==> config.mk <==
export PLATFORM = sky130hd
export DESIGN_NAME = hms_top
export DESIGN_NICKNAME = d
export VERILOG_FILES = /design/src/hw/hms_pkg.sv /design/src/hw/hms_sync.sv /design/src/hw/hms_top.sv
export SDC_FILE = /design/constraint.sdc
export NUM_CORES = 1
export LEC_CHECK = 0
export BUFFER_PORTS_ARGS = -buffer_cell sky130_fd_sc_hd__buf_2
export CAP_MARGIN = 15
export CORE_MARGIN = 2
export CORE_UTILIZATION = 50
export CTS_BUF_LIST = sky130_fd_sc_hd__clkbuf_8 sky130_fd_sc_hd__clkbuf_16
export CTS_CLUSTER_DIAMETER = 30
export DETAILED_ROUTE_END_ITERATION = 7
export GPL_TIMING_DRIVEN = 0
export HOLD_SLACK_MARGIN = 0.06
export PLACE_DENSITY_LB_ADDON = 0.15
export SYNTH_ARGS = -nofsm -noshare
export SYNTH_HDL_FRONTEND = slang
export SYNTH_SLANG_ARGS = --single-unit
==> constraint.sdc <==
create_clock -name clk -period 3.2 [get_ports clk]
set_clock_uncertainty 0.05 [all_clocks]
set_input_delay 0.16 -clock clk [delete_from_list [all_inputs] [get_ports clk]]
set_output_delay 0.16 -clock clk [all_outputs]
set_load 0.05 [all_outputs]
==> src/hw/hms_pkg.sv <==
package hms_pkg;

   ////////////////////////////////////////////////////////////////////////////
   // bus geometry
   localparam int HMS_ADDR_W = 3;
   localparam int HMS_DATA_W = 8;

   typedef logic [HMS_ADDR_W-1:0] hms_addr_t;
   typedef logic [HMS_DATA_W-1:0] hms_data_t;

   // register addresses on the parallel bus
   localparam hms_addr_t HMS_ADDR_INT_ENABLE = 3'h1;
   localparam hms_addr_t HMS_ADDR_HS_CONTROL = 3'h4;
   localparam hms_addr_t HMS_ADDR_LINE_STATUS = 3'h5;
   localparam hms_addr_t HMS_ADDR_HS_STATUS = 3'h6;

   ////////////////////////////////////////////////////////////////////////////
   // handshake_control fields
   localparam int HMS_CTL_TERM_READY = 0;
   localparam int HMS_CTL_REQ_SEND = 1;
   localparam int HMS_CTL_AUX1 = 2;
   localparam int HMS_CTL_AUX2 = 3;
   localparam int HMS_CTL_LOOPBACK = 4;
   localparam int HMS_CTL_W = 5;
   localparam logic [HMS_CTL_W-1:0] HMS_CTL_RST = 5'h00;
   localparam logic [HMS_DATA_W-HMS_CTL_W-1:0] HMS_CTL_PAD = 3'h0;

   ////////////////////////////////////////////////////////////////////////////
   // internal handshake vector, also the order of status bits 0..3 and 4..7
   localparam int HMS_HS_CLEAR_SEND = 0;
   localparam int HMS_HS_SET_READY = 1;
   localparam int HMS_HS_RING = 2;
   localparam int HMS_HS_LINE_DETECT = 3;
   localparam int HMS_HS_W = 4;
   localparam logic [HMS_HS_W-1:0] HMS_HS_RST = 4'h0;

   // synchroniser lanes: four handshake pins plus the serial input
   localparam int HMS_SYNC_RX = 4;
   localparam int HMS_SYNC_W = 5;
   localparam logic [HMS_SYNC_W-1:0] HMS_SYNC_IDLE = 5'h1f;

   ////////////////////////////////////////////////////////////////////////////
   // interrupt enable fields
   localparam int HMS_IE_RX_DATA = 0;
   localparam int HMS_IE_TX_EMPTY = 1;
   localparam int HMS_IE_LINE_STATUS = 2;
   localparam int HMS_IE_MODEM = 3;
   localparam int HMS_IE_W = 4;
   localparam logic [HMS_IE_W-1:0] HMS_IE_RST = 4'h0;
   localparam logic [HMS_DATA_W-HMS_IE_W-1:0] HMS_IE_PAD = 4'h0;

   // line status test write width
   localparam int HMS_LS_TEST_W = 6;
   localparam logic [HMS_LS_TEST_W-1:0] HMS_LS_TEST_RST = 6'h00;

   ////////////////////////////////////////////////////////////////////////////
   // interrupt identification codes
   localparam int HMS_IID_W = 3;
   typedef enum logic [HMS_IID_W-1:0] {
      HMS_IID_NONE = 3'b001,
      HMS_IID_LINE_STATUS = 3'b110,
      HMS_IID_RX_DATA = 3'b100,
      HMS_IID_TX_EMPTY = 3'b010,
      HMS_IID_MODEM = 3'b000
   } hms_iid_t;

   localparam hms_data_t HMS_DATA_RST = 8'h00;

endpackage

==> src/hw/hms_sync.sv <==
`timescale 1ns/1ps
// three-stage synchroniser; output moves only when stages two and three agree
module hms_sync #(
   parameter int W = 1,
   parameter logic [W-1:0] IDLE = '0
) (
   input wire logic clk,
   input wire logic arst_n,
   input wire logic [W-1:0] d,
   output logic [W-1:0] q
);

   logic [W-1:0] s1_r;
   logic [W-1:0] s2_r;
   logic [W-1:0] s3_r;
   logic [W-1:0] q_r;
   logic [W-1:0] q_nxt;

   genvar i;
   generate
      for (i = 0; i < W; i++) begin : g_lane
         always_comb begin
            q_nxt[i] = (s2_r[i] == s3_r[i]) ? s3_r[i] : q_r[i];
         end
      end
   endgenerate

   always_ff @(posedge clk or negedge arst_n) begin
      if (!arst_n) begin
         s1_r <= IDLE;
         s2_r <= IDLE;
         s3_r <= IDLE;
         q_r <= IDLE;
      end else begin
         s1_r <= d;
         s2_r <= s1_r;
         s3_r <= s2_r;
         q_r <= q_nxt;
      end
   end

   assign q = q_r;

endmodule // hms_sync

==> src/hw/hms_top.sv <==
`timescale 1ns/1ps
// Functional notes
// - control bit 0 set drives terminal-ready pin low, clear drives it high.
// - control bit 1 drives request-to-send pin, inverted.
// - control bit 2 drives first auxiliary pin, inverted.
// - control bit 3 drives second auxiliary pin, inverted.
// - loopback holds serial output high, ignores rx pin, wraps tx into rx.
// - loopback ignores handshake input pins, feeds control bits to internal inputs; output pins still follow control bits.
// - loopback keeps rx/tx interrupts; modem interrupt comes from control bits, still enabled.
// - cpu writes to line status low six and status low four raise interrupts.
// - control bits 5 to 7 always read zero.
// - change bits set on their condition, cleared by a status read.
// - status bits 0,1,3 flag a change of clear-send, set-ready, line-detect.
// - status bit 2 sets only on ring going from on to off.
// - any of status bits 0 to 3 set requests modem interrupt.
// - status bits 4 to 7 are complements of the four handshake pins.
// - in loopback status bits 4 to 7 mirror rts, dtr, aux1, aux2.
// - modem interrupt reaches output only with enable bit 3 set.
// - modem interrupt has lowest of four priorities.
module hms_top (
   input wire logic clk,
   input wire logic arst_n,
   // parallel register bus, synchronous to clk
   input wire logic bus_cs,
   input wire logic bus_rd,
   input wire logic bus_wr,
   input wire hms_pkg::hms_addr_t bus_addr,
   input wire hms_pkg::hms_data_t bus_data_in,
   output hms_pkg::hms_data_t bus_data_out,
   output logic bus_data_oe_n,
   // handshake pins, all active low
   output logic terminal_ready_n,
   output logic request_send_n,
   output logic aux1_n,
   output logic aux2_n,
   input wire logic clear_send_in_n,
   input wire logic set_ready_in_n,
   input wire logic ring_in_n,
   input wire logic line_signal_detect_in_n,
   // serial pins and the shift-register side
   input wire logic serial_rx_pin,
   output logic serial_tx_pin,
   input wire logic tx_shift_out,
   output logic rx_shift_in,
   output logic loopback,
   // interrupt sources of higher priority, line status test write outputs and interrupt outputs
   input wire logic line_status_req,
   input wire logic rx_data_req,
   input wire logic tx_empty_req,
   output logic line_status_test_wr,
   output logic [hms_pkg::HMS_LS_TEST_W-1:0] line_status_test_data,
   output logic irq_out,
   output hms_pkg::hms_iid_t irq_id
);
   import hms_pkg::*;

   ////////////////////////////////////////////////////////////////////////////
   // pin synchronisers

   logic [HMS_SYNC_W-1:0] pins_raw;
   logic [HMS_SYNC_W-1:0] pins_sync;

   always_comb begin
      pins_raw = HMS_SYNC_IDLE;
      pins_raw[HMS_HS_CLEAR_SEND] = clear_send_in_n;
      pins_raw[HMS_HS_SET_READY] = set_ready_in_n;
      pins_raw[HMS_HS_RING] = ring_in_n;
      pins_raw[HMS_HS_LINE_DETECT] = line_signal_detect_in_n;
      pins_raw[HMS_SYNC_RX] = serial_rx_pin;
   end

   // edge detection below only sees the settled copy
   hms_sync #(
      .W(HMS_SYNC_W),
      .IDLE(HMS_SYNC_IDLE)
   ) u_sync (
      .clk(clk),
      .arst_n(arst_n),
      .d(pins_raw),
      .q(pins_sync)
   );

   ////////////////////////////////////////////////////////////////////////////
   // bus decode

   logic wr_ie;
   logic wr_ctl;
   logic wr_ls;
   logic wr_sts;
   logic rd_ie;
   logic rd_ctl;
   logic rd_sts;
   logic rd_any;

   always_comb begin
      wr_ie = bus_cs && bus_wr && (bus_addr == HMS_ADDR_INT_ENABLE);
      wr_ctl = bus_cs && bus_wr && (bus_addr == HMS_ADDR_HS_CONTROL);
      wr_ls = bus_cs && bus_wr && (bus_addr == HMS_ADDR_LINE_STATUS);
      wr_sts = bus_cs && bus_wr && (bus_addr == HMS_ADDR_HS_STATUS);
      rd_ie = bus_cs && bus_rd && (bus_addr == HMS_ADDR_INT_ENABLE);
      rd_ctl = bus_cs && bus_rd && (bus_addr == HMS_ADDR_HS_CONTROL);
      rd_sts = bus_cs && bus_rd && (bus_addr == HMS_ADDR_HS_STATUS);
      rd_any = rd_ie || rd_ctl || rd_sts;
   end

   ////////////////////////////////////////////////////////////////////////////
   // control and enable registers

   logic [HMS_CTL_W-1:0] ctl_r;
   logic [HMS_CTL_W-1:0] ctl_nxt;
   logic [HMS_IE_W-1:0] ie_r;
   logic [HMS_IE_W-1:0] ie_nxt;
   logic ls_wr_r;
   logic ls_wr_nxt;
   logic [HMS_LS_TEST_W-1:0] ls_data_r;
   logic [HMS_LS_TEST_W-1:0] ls_data_nxt;

   always_comb begin
      ctl_nxt = ctl_r;
      ie_nxt = ie_r;
      ls_data_r_hold: begin
         ls_data_nxt = ls_data_r;
      end
      ls_wr_nxt = wr_ls;
      if (wr_ctl) begin
         // bits above the loopback bit are not stored
         ctl_nxt = bus_data_in[HMS_CTL_W-1:0];
      end
      if (wr_ie) begin
         ie_nxt = bus_data_in[HMS_IE_W-1:0];
      end
      if (wr_ls) begin
         // line status lives in the receiver; pass the test pattern on
         ls_data_nxt = bus_data_in[HMS_LS_TEST_W-1:0];
      end
   end

   always_ff @(posedge clk or negedge arst_n) begin
      if (!arst_n) begin
         ctl_r <= HMS_CTL_RST;
         ie_r <= HMS_IE_RST;
         ls_wr_r <= 1'b0;
         ls_data_r <= HMS_LS_TEST_RST;
      end else begin
         ctl_r <= ctl_nxt;
         ie_r <= ie_nxt;
         ls_wr_r <= ls_wr_nxt;
         ls_data_r <= ls_data_nxt;
      end
   end

   logic loop;
   assign loop = ctl_r[HMS_CTL_LOOPBACK];

   ////////////////////////////////////////////////////////////////////////////
   // pin drivers and serial path

   logic dtr_n_r;
   logic rts_n_r;
   logic aux1_n_r;
   logic aux2_n_r;
   logic tx_pin_r;
   logic rx_in_r;
   logic loop_r;
   logic dtr_n_nxt;
   logic rts_n_nxt;
   logic aux1_n_nxt;
   logic aux2_n_nxt;
   logic tx_pin_nxt;
   logic rx_in_nxt;

   always_comb begin
      dtr_n_nxt = !ctl_nxt[HMS_CTL_TERM_READY];
      rts_n_nxt = !ctl_nxt[HMS_CTL_REQ_SEND];
      aux1_n_nxt = !ctl_nxt[HMS_CTL_AUX1];
      aux2_n_nxt = !ctl_nxt[HMS_CTL_AUX2];
      // loopback parks the line at mark and wraps the shifter
      tx_pin_nxt = loop ? 1'b1 : tx_shift_out;
      rx_in_nxt = loop ? tx_shift_out : pins_sync[HMS_SYNC_RX];
   end

   always_ff @(posedge clk or negedge arst_n) begin
      if (!arst_n) begin
         dtr_n_r <= 1'b1;
         rts_n_r <= 1'b1;
         aux1_n_r <= 1'b1;
         aux2_n_r <= 1'b1;
         tx_pin_r <= 1'b1;
         rx_in_r <= 1'b1;
         loop_r <= 1'b0;
      end else begin
         dtr_n_r <= dtr_n_nxt;
         rts_n_r <= rts_n_nxt;
         aux1_n_r <= aux1_n_nxt;
         aux2_n_r <= aux2_n_nxt;
         tx_pin_r <= tx_pin_nxt;
         rx_in_r <= rx_in_nxt;
         loop_r <= ctl_nxt[HMS_CTL_LOOPBACK];
      end
   end

   ////////////////////////////////////////////////////////////////////////////
   // internal handshake inputs, active high

   logic [HMS_HS_W-1:0] hs_now;

   always_comb begin
      if (loop) begin
         // pins are ignored; control bits take their place
         hs_now[HMS_HS_CLEAR_SEND] = ctl_r[HMS_CTL_REQ_SEND];
         hs_now[HMS_HS_SET_READY] = ctl_r[HMS_CTL_TERM_READY];
         hs_now[HMS_HS_RING] = ctl_r[HMS_CTL_AUX1];
         hs_now[HMS_HS_LINE_DETECT] = ctl_r[HMS_CTL_AUX2];
      end else begin
         hs_now = ~pins_sync[HMS_HS_W-1:0];
      end
   end

   ////////////////////////////////////////////////////////////////////////////
   // change detection

   logic [HMS_HS_W-1:0] hs_prev_r;
   logic [HMS_HS_W-1:0] delta_r;
   logic [HMS_HS_W-1:0] delta_nxt;
   logic [HMS_HS_W-1:0] delta_set;

   always_comb begin
      delta_set = hs_now ^ hs_prev_r;
      // ring flags only its trailing edge
      delta_set[HMS_HS_RING] = hs_prev_r[HMS_HS_RING] && !hs_now[HMS_HS_RING];
      delta_nxt = delta_r;
      if (rd_sts) begin
         delta_nxt = HMS_HS_RST;
      end
      if (wr_sts) begin
         // test write: ones raise the flag as a real change would
         delta_nxt = bus_data_in[HMS_HS_W-1:0];
      end
      // a change in the clearing cycle is kept
      delta_nxt = delta_nxt | delta_set;
   end

   always_ff @(posedge clk or negedge arst_n) begin
      if (!arst_n) begin
         hs_prev_r <= HMS_HS_RST;
         delta_r <= HMS_HS_RST;
      end else begin
         hs_prev_r <= hs_now;
         delta_r <= delta_nxt;
      end
   end

   ////////////////////////////////////////////////////////////////////////////
   // read data

   hms_data_t rdata_r;
   hms_data_t rdata_nxt;
   logic oe_n_r;
   logic oe_n_nxt;

   always_comb begin
      rdata_nxt = rdata_r;
      oe_n_nxt = !rd_any;
      if (rd_ctl) begin
         rdata_nxt = {HMS_CTL_PAD, ctl_r};
      end else if (rd_ie) begin
         rdata_nxt = {HMS_IE_PAD, ie_r};
      end else if (rd_sts) begin
         // value before the clear of this read
         rdata_nxt = {hs_now, delta_r};
      end
   end

   always_ff @(posedge clk or negedge arst_n) begin
      if (!arst_n) begin
         rdata_r <= HMS_DATA_RST;
         oe_n_r <= 1'b1;
      end else begin
         rdata_r <= rdata_nxt;
         oe_n_r <= oe_n_nxt;
      end
   end

   ////////////////////////////////////////////////////////////////////////////
   // interrupt priority

   logic modem_req;
   logic irq_r;
   logic irq_nxt;
   hms_iid_t iid_r;
   hms_iid_t iid_nxt;

   assign modem_req = |delta_r;

   // rx and tx sources are not touched by loopback
   always_comb begin
      irq_nxt = 1'b1;
      if (line_status_req && ie_r[HMS_IE_LINE_STATUS]) begin
         iid_nxt = HMS_IID_LINE_STATUS;
      end else if (rx_data_req && ie_r[HMS_IE_RX_DATA]) begin
         iid_nxt = HMS_IID_RX_DATA;
      end else if (tx_empty_req && ie_r[HMS_IE_TX_EMPTY]) begin
         iid_nxt = HMS_IID_TX_EMPTY;
      end else if (modem_req && ie_r[HMS_IE_MODEM]) begin
         iid_nxt = HMS_IID_MODEM;
      end else begin
         iid_nxt = HMS_IID_NONE;
         irq_nxt = 1'b0;
      end
   end

   always_ff @(posedge clk or negedge arst_n) begin
      if (!arst_n) begin
         irq_r <= 1'b0;
         iid_r <= HMS_IID_NONE;
      end else begin
         irq_r <= irq_nxt;
         iid_r <= iid_nxt;
      end
   end

   ////////////////////////////////////////////////////////////////////////////
   // outputs

   assign bus_data_out = rdata_r;
   assign bus_data_oe_n = oe_n_r;
   assign terminal_ready_n = dtr_n_r;
   assign request_send_n = rts_n_r;
   assign aux1_n = aux1_n_r;
   assign aux2_n = aux2_n_r;
   assign serial_tx_pin = tx_pin_r;
   assign rx_shift_in = rx_in_r;
   assign loopback = loop_r;
   assign line_status_test_wr = ls_wr_r;
   assign line_status_test_data = ls_data_r;
   assign irq_out = irq_r;
   assign irq_id = iid_r;

endmodule // hms_top

==> results.toml, run 1 <==
[logic_synthesis]
syn_area_per_cell_sq_um = 14.12
synth_cell_types = 38
ys_seq_area_share_pct = 67.93
synth_area_leaders = "dfrtp_1 (37%), dfstp_2 (31%), mux2_2 (5.7%)"
syn_inst = 168
synth_top_cell_area_share_pct = 36.92
syn-cell-area_sq_mm = 0.002372
synth_top_area_cell = "dfrtp_1"
syn_nets = 193
yosys_warnings = 0
ys_seq_elements = 63

[place]
hpwl_um = 3259
io_buffers = 49
place_area_sq_mm = 0.002705
place.gp.congestion = 0.8320

[die]
dieArea_sq_mm = 0.005311
coreArea_sq_mm = 0.004661
die_w_um = 72.88
fp-row-count = 25
die_height_um = 72.88
start_util_pct = 50.90
ios = 52

[global_routing]
first_global_vias = 1616
use_met3_pct = 7.597
grt-ovfl-total = 0
antenna_found_initial = 0
track_usage_pct = 19.07
grt_first_pass_wirelength_um = 7376
grt_max_degree = 34
grt_use_met1_pct = 23.21
use_met2_pct = 30.81
busiest_layer = "met2"

[critical_path]
reg2reg_to = "delta_r[0]"
r2r-start = "ctl_r[4]"
r2r_slack_ns = 1.71
start_kind = "register"
critical_path_required_ns = 3.36
crit_start = "ctl_r[4]"
cp_max_fo = 10
cp-endpoint = "delta_r[0]"
cp.arrival_ns = 1.65
endpoint_kind = "register"
reg2reg_depth = 5
crit_type = "reg -> reg"

[clocking]
clock_sinks = 63
cts_tree = "built"
ctsResizeCount = 0
insertion_delay_ns = 0.33
cts.clk_slew.worst_paths_ns = 0.07
cts-root-buf = "clkbuf_8"
cts_max_path_buffers = 2
post_cts_buffers = 0
cts_max_level = 3
cts_buffers = 9

[sta]
hold_viol_final = 0
slew-limit-headroom_pct = 57.47
worst_pin_slew_ns = 0.6380
setup_tns_ns = 0
slew_viol_final = 0
finalCritPeriodShare_pct = 46.50
setup_viol = 0
rsz0062_at_grt = "false"
fmax_ghz = 0.6720
period_needed_ns = 1.488

[cells_and_area]
drive_gt1_share_pct = 45.60
n_antenna_cell = 0
area_growth_pct = 28.22
final_area_sq_mm = 0.003042
fin_nets = 270

[route]
dr.first_iter.drc_count = 116
viasPerCell = 5.204
routed_wl_um = 4556
drc_errors = 0
num_vias = 1582
firstDrtPassIters = 4
antenna_left = 0
wire_per_inst_um = 14.99

[power_and_ir_drop]
power_frac_seq_pct = 46.5
p_clk_share_pct = 27.1
switching_power_w = 0.0007654
p_comb_share_pct = 26.4
vdd_ir_drop_max_uv = 517.7
internal-power_w = 0.001444
p_leak_nw = 1.415
p_per_area_mw_per_mm2 = 726.4
swShare_pct = 34.64

[outcome]
status = "finished clean"

[job]
max-cap-violations = 0

[min_path]
hp-class = "in -> reg"
[registers in the layout, indices dropped and copies added, names as in the netlist, 5 cells and up]
signal	cells
bus_data_out	8
ctl_r	5
u_sync.s1_r	5
u_sync.s3_r	5
u_sync.s2_r	5
line_status_test_data	6
u_sync.q	5
[stage by stage]
stage	hold slack [ns]	std cells	utilization [%]	setup slack, ns	total power (W)
2_1_floorplan	-0.1856	168	-	1.516	0.001452
3_3_place_gp	0.2151	271	57.61	1.644	0.001593
3_5_place_dp	0.1735	272	58.04	1.671	0.001616
4_1_cts	0.1123	304	65.26	1.693	0.002234
5_1_grt	0.1399	304	65.26	1.589	0.002315
6_report	0.1286	304	65.26	1.712	0.002209
[power groups by stage]
stage	logic [W]	clock network, W	registers [W]
after floorplan	0.000159	0	0.00129
after global placement	0.000560	0	0.00103
after detailed placement	0.000574	0	0.00104
after CTS	0.000590	0.000614	0.00103
after global routing	0.000620	0.000650	0.00105
final	0.000583	0.000598	0.00103
[critical path, stage by stage, from the launching register on]
cell,delay [ns]
dfrtp_1,0.38
buf_2,0.19
nand2_1,0.07
o21ai_0,0.20
xor2_1,0.21
a221o_1,0.28
[kinds of logic (layout without fill, tap and decap cells)]
logic type | Yosys count | after routing | share of synthesized area [%]
DFF | 63 | 63 | 67.93
AOI/OAI and AO/OA | 33 | 33 | 10.13
and+or+nand+nor | 31 | 31 | 7.384
muxes | 19 | 19 | 8.650
buffers and inverters | 14 | 96 | 2.689
adders and majority gates | 5 | 5 | 2.110
xor gates and xnor gates | 3 | 3 | 1.108
[synthesized netlist by cell type]
cell	number
and2b_1	2
nand2b_1	1
buf_4	2
a32o_1	4
nand3_1	2
maj3_1	5
o21bai_1	1
or2_2	1
nor2_1	4
and3_1	1
o21ai_1	1
o41ai_1	1
and4_1	1
nand2_1	9
nor2_2	2
a211oi_1	1
inv_1	9
xor2_1	3
nand4b_1	1
o21ai_0	6
nand4_1	1
o21ba_2	1
o2bb2ai_1	4
mux2_2	12
nor3b_1	1
a22o_1	1
dfstp_2	28
and2_1	1
nand3b_1	1
a22oi_1	1
a21o_1	2
dfrtp_1	35
a221o_1	3
nor3b_2	1
nor2b_1	2
buf_2	3
mux2i_1	7
a21oi_1	7
[worst min-delay path by stage]
| stage | slack, ns | cells after the start | startpoint | to |
|---|---|---|---|---|
| after floorplan | -0.19 | 0 | arst_n | bus_data_out[0] |
| after global placement | 0.22 | 1 | line_signal_detect_in_n | u_sync.s1_r[3] |
| after detailed placement | 0.17 | 1 | arst_n | line_status_test_wr |
| after CTS | 0.11 | 3 | bus_addr[0] | bus_data_out[4] |
| after global routing | 0.14 | 3 | bus_addr[0] | bus_data_out[4] |
| final | 0.13 | 3 | bus_addr[0] | bus_data_out[4] |
[routing by layer]
layer  part of all wire [%]  vias up
met5                      0        -
met4                   0.97        0
met3                    4.5        4
met2                     50       40
met1                     45      792
li1                       -      746
[placed cells by master, fill, tap and decap left out, types with 2 or more instances in the layout]
cell type,netlist,layout
nand2_1,9,9
and2b_1,2,2
nor2_1,4,4
a21o_1,2,2
o2bb2ai_1,4,4
clkbuf_8,0,11
mux2i_1,7,7
mux2_2,12,12
dfstp_2,28,28
dlygate4sd3_1,0,16
nor2b_1,2,2
o21ai_0,6,6
clkinv_2,0,2
nor2_2,2,2
inv_1,9,11
dfrtp_1,35,35
xor2_1,3,3
a21oi_1,7,7
nand3_1,2,2
buf_4,2,2
a32o_1,4,4
maj3_1,5,5
buf_2,3,52
a221o_1,3,3
[area by class of cell]
class	instances	area (sq um)
repair buffers	66	425.4
inverters	9	33.78
multi-input cells	91	696.9
flip-flops and latches	63	1612
clock inverters	5	25.02
well taps	54	67.56
fillers	360	1619
plain buffers	5	30.03
clock buffers	11	151.4
[what timing repair did]
action	CTS	global route
hold buffers	16	0
endpoints found under the hold margin	33	0
endpoints found under the setup margin	0	0
(Power assumes the default switching activity.)
==> run 2, diff against run 1 <==
ABC_AREA = 1   (was unset)
CORE_UTILIZATION = 48   (was 50)
clock period = 1.3 ns   (was 3.2 ns; I/O delays follow)
==> run 2 against run 1 <==
Count of clock-buffer cells in the layout is 2 lower. Clock power up 150%. Sequential power rose by 140%. Sequential share of layout area is 3.4 points lower. Global-route usage increased by 0.47 points. Non-clock buffer count increased by 4. Register-to-register slack got worse by 1.7 ns. Fmax is 19% higher. Cell area increased by 7.0%. Die area increased by 8.2%. Largest power group unchanged.
==> results.toml, run 2 <==
[power_and_ir_drop]
p_comb_share_pct = 28.2
switching_power_w = 0.002046
vdd_ir_drop_max_uv = 1195
internal-power_w = 0.003488
p_leak_nw = 1.577
swShare_pct = 36.97
p_clk_share_pct = 26.6
p_per_area_mw_per_mm2 = 1701
power_frac_seq_pct = 45.2

[clocking]
cts_max_path_buffers = 2
clock_sinks = 63
cts_max_level = 3
cts-root-buf = "clkbuf_8"
cts.clk_slew.worst_paths_ns = 0.07
cts_tree = "built"
insertion_delay_ns = 0.34
cts_buffers = 9

[global_routing]
grt-ovfl-total = 0
track_usage_pct = 19.54
first_global_vias = 1728
grt_max_degree = 44
antenna_found_initial = 0
grt_first_pass_wirelength_um = 7976

[cells_and_area]
final_area_sq_mm = 0.003254
drive_gt1_share_pct = 42.12
layout_common_cells = "nand2_1 (55), buf_2 (48), dfrtp_1 (34)"
n_antenna_cell = 0
nFillCells = 406
area_growth_pct = 31.50
multi_input_area_sq_um = 758.2
fin_nets = 331
largest_register_ffs = 8
final_common_cell = "nand2_1"
layout.area.seq_sq_mm = 0.001613

[sta]
fmax_ghz = 0.7983
setup_viol = 0
timing.hold.ws_ns = 0.1003
setup_tns_ns = 0
finalCritPeriodShare_pct = 96.36
hold_viol_final = 0
slew-limit-headroom_pct = 67.24
worst_pin_slew_ns = 0.4914
slew_viol_final = 0
rsz0062_at_grt = "true"
period_needed_ns = 1.253

[route]
dr.first_iter.drc_count = 62
drc_errors = 0
firstDrtPassIters = 4
num_vias = 1758
routed_wl_um = 4800
wire_per_inst_um = 12.60
viasPerCell = 4.614
antenna_left = 0

[logic_synthesis]
synth_top_cell_area_share_pct = 35.39
ys_seq_area_share_pct = 65.12
synth_top_area_cell = "dfrtp_1"
synth_cell_types = 27
ys_seq_elements = 63
syn_nets = 248
synth_most_common_cell = "nand2_1"
synth_area_leaders = "dfrtp_1 (35%), dfstp_2 (30%), nand2_1 (8.5%)"
yosys-top-cells-count = "nand2_1 (56), dfrtp_1 (35), dfstp_2 (28)"
synth_edf_count = 0
syn_inst = 223
syn-cell-area_sq_mm = 0.002475
synthArstFlopShare_pct = 100.0
syn_area_per_cell_sq_um = 11.10
yosys_warnings = 0
synth_flop_cell = "dfrtp_1"

[min_path]
worstHoldPathCells = 5
hp-class = "in -> reg"

[critical_path]
crit_chain = "nand3_1 -> nand2_1 -> dlygate4sd3_1"
reg2reg_depth = 3
critical_path_required_ns = 1.48
slowest_delay_ns = 0.54
cp.arrival_ns = 1.43
cpMaxStageDelayCell = "dlygate4sd3_1"
cp_max_fo = 4
start_kind = "register"
endpoint_kind = "register"
crit_type = "reg -> reg"

[die]
fp-row-count = 26
start_util_pct = 49.08
ios = 52
die_w_um = 75.81
coreArea_sq_mm = 0.005042
die_height_um = 75.81
dieArea_sq_mm = 0.005746

[outcome]
status = "finished clean"

[place]
place.gp.congestion = 0.8676
io_buffers = 48
place_area_sq_mm = 0.002828
hpwl_um = 3212

[job]
max-cap-violations = 0
## run 2: metal layers
layer | part of all wire [%] | vias to the layer above | track usage [%]
met2 | 48 | 38 | 30.84
met3 | 4.4 | 12 | 6.217
met4 | 2.9 | 0 | 11.11
li1 | - | 887 | -
met1 | 44 | 821 | 23.62
met5 | 0 | - | 0
## run 2: final timing paths
| check | slack (ns) | end | start |
|---|---|---|---|
| max | 0.05 | irq_id[1] | ie_r[1] |
| min | 0.10 | bus_data_out[7] | bus_rd |
| max reg2reg | 0.05 | irq_id[1] | ie_r[1] |
| min reg2reg | 0.31 | u_sync.s2_r[1] | u_sync.s1_r[1] |
| max in group asynchronous | 0.40 | u_sync.s3_r[4] | arst_n |
| min in group asynchronous | 0.15 | line_status_test_data[5] | arst_n |
## run 2: layout make-up
class,instances,area share (%)
tap,70,2.691
sequential,63,49.56
multi-input combinational,131,23.30
clock buffer,9,3.806
timing repair buffer,72,14.69
buffer,3,1.153
inverter,26,3.306
clock inverter,7,1.499
## run 2: what timing repair did
action | in CTS | in global routing
hold buffers | 18 | 0
setup endpoints to repair | 0 | 8
buffers inserted | 0 | 5
hold endpoints to repair | 71 | 0
gates resized for setup | 0 | 7
## run 2: logic make-up after synthesis
family                   synth area share [%]
AND/OR/NAND/NOR                         20.53
XOR/XNOR                                1.062
flip-flops                              65.12
adder cells (fa/ha/maj)                 2.022
buffers and inverters                   5.561
AO/OA/AOI/OAI                           5.713
## run 2: worst max-delay path: cells and delay by family, from the launching register on
kind / cells / cell delay (ns)
buf+inv: 1 / 0.54
flops: 1 / 0.42
simple gates: 2 / 0.13
## run 2: power by group through the flow
stage / logic, W / clock network [W] / registers [W]
finish: 0.00156 / 0.00147 / 0.00250
global route: 0.00170 / 0.00161 / 0.00255
CTS: 0.00151 / 0.00154 / 0.00250
detailed placement: 0.00146 / 0 / 0.00253
global placement: 0.00144 / 0 / 0.00252
floorplan: 0.000443 / 0 / 0.00316
## run 2: metrics by stage
step                      std cells  total power, W  setup WS, ns  utilization, %
after global placement          341        0.003960       -0.1283           55.68
final                           381        0.005535       0.04729           64.54
after global routing            381        0.005858      -0.02476           64.54
after CTS                       376        0.005547       0.01464           63.08
after detailed placement        342        0.003990       0.02812           56.08
after floorplan                 223        0.003606      0.005855               -
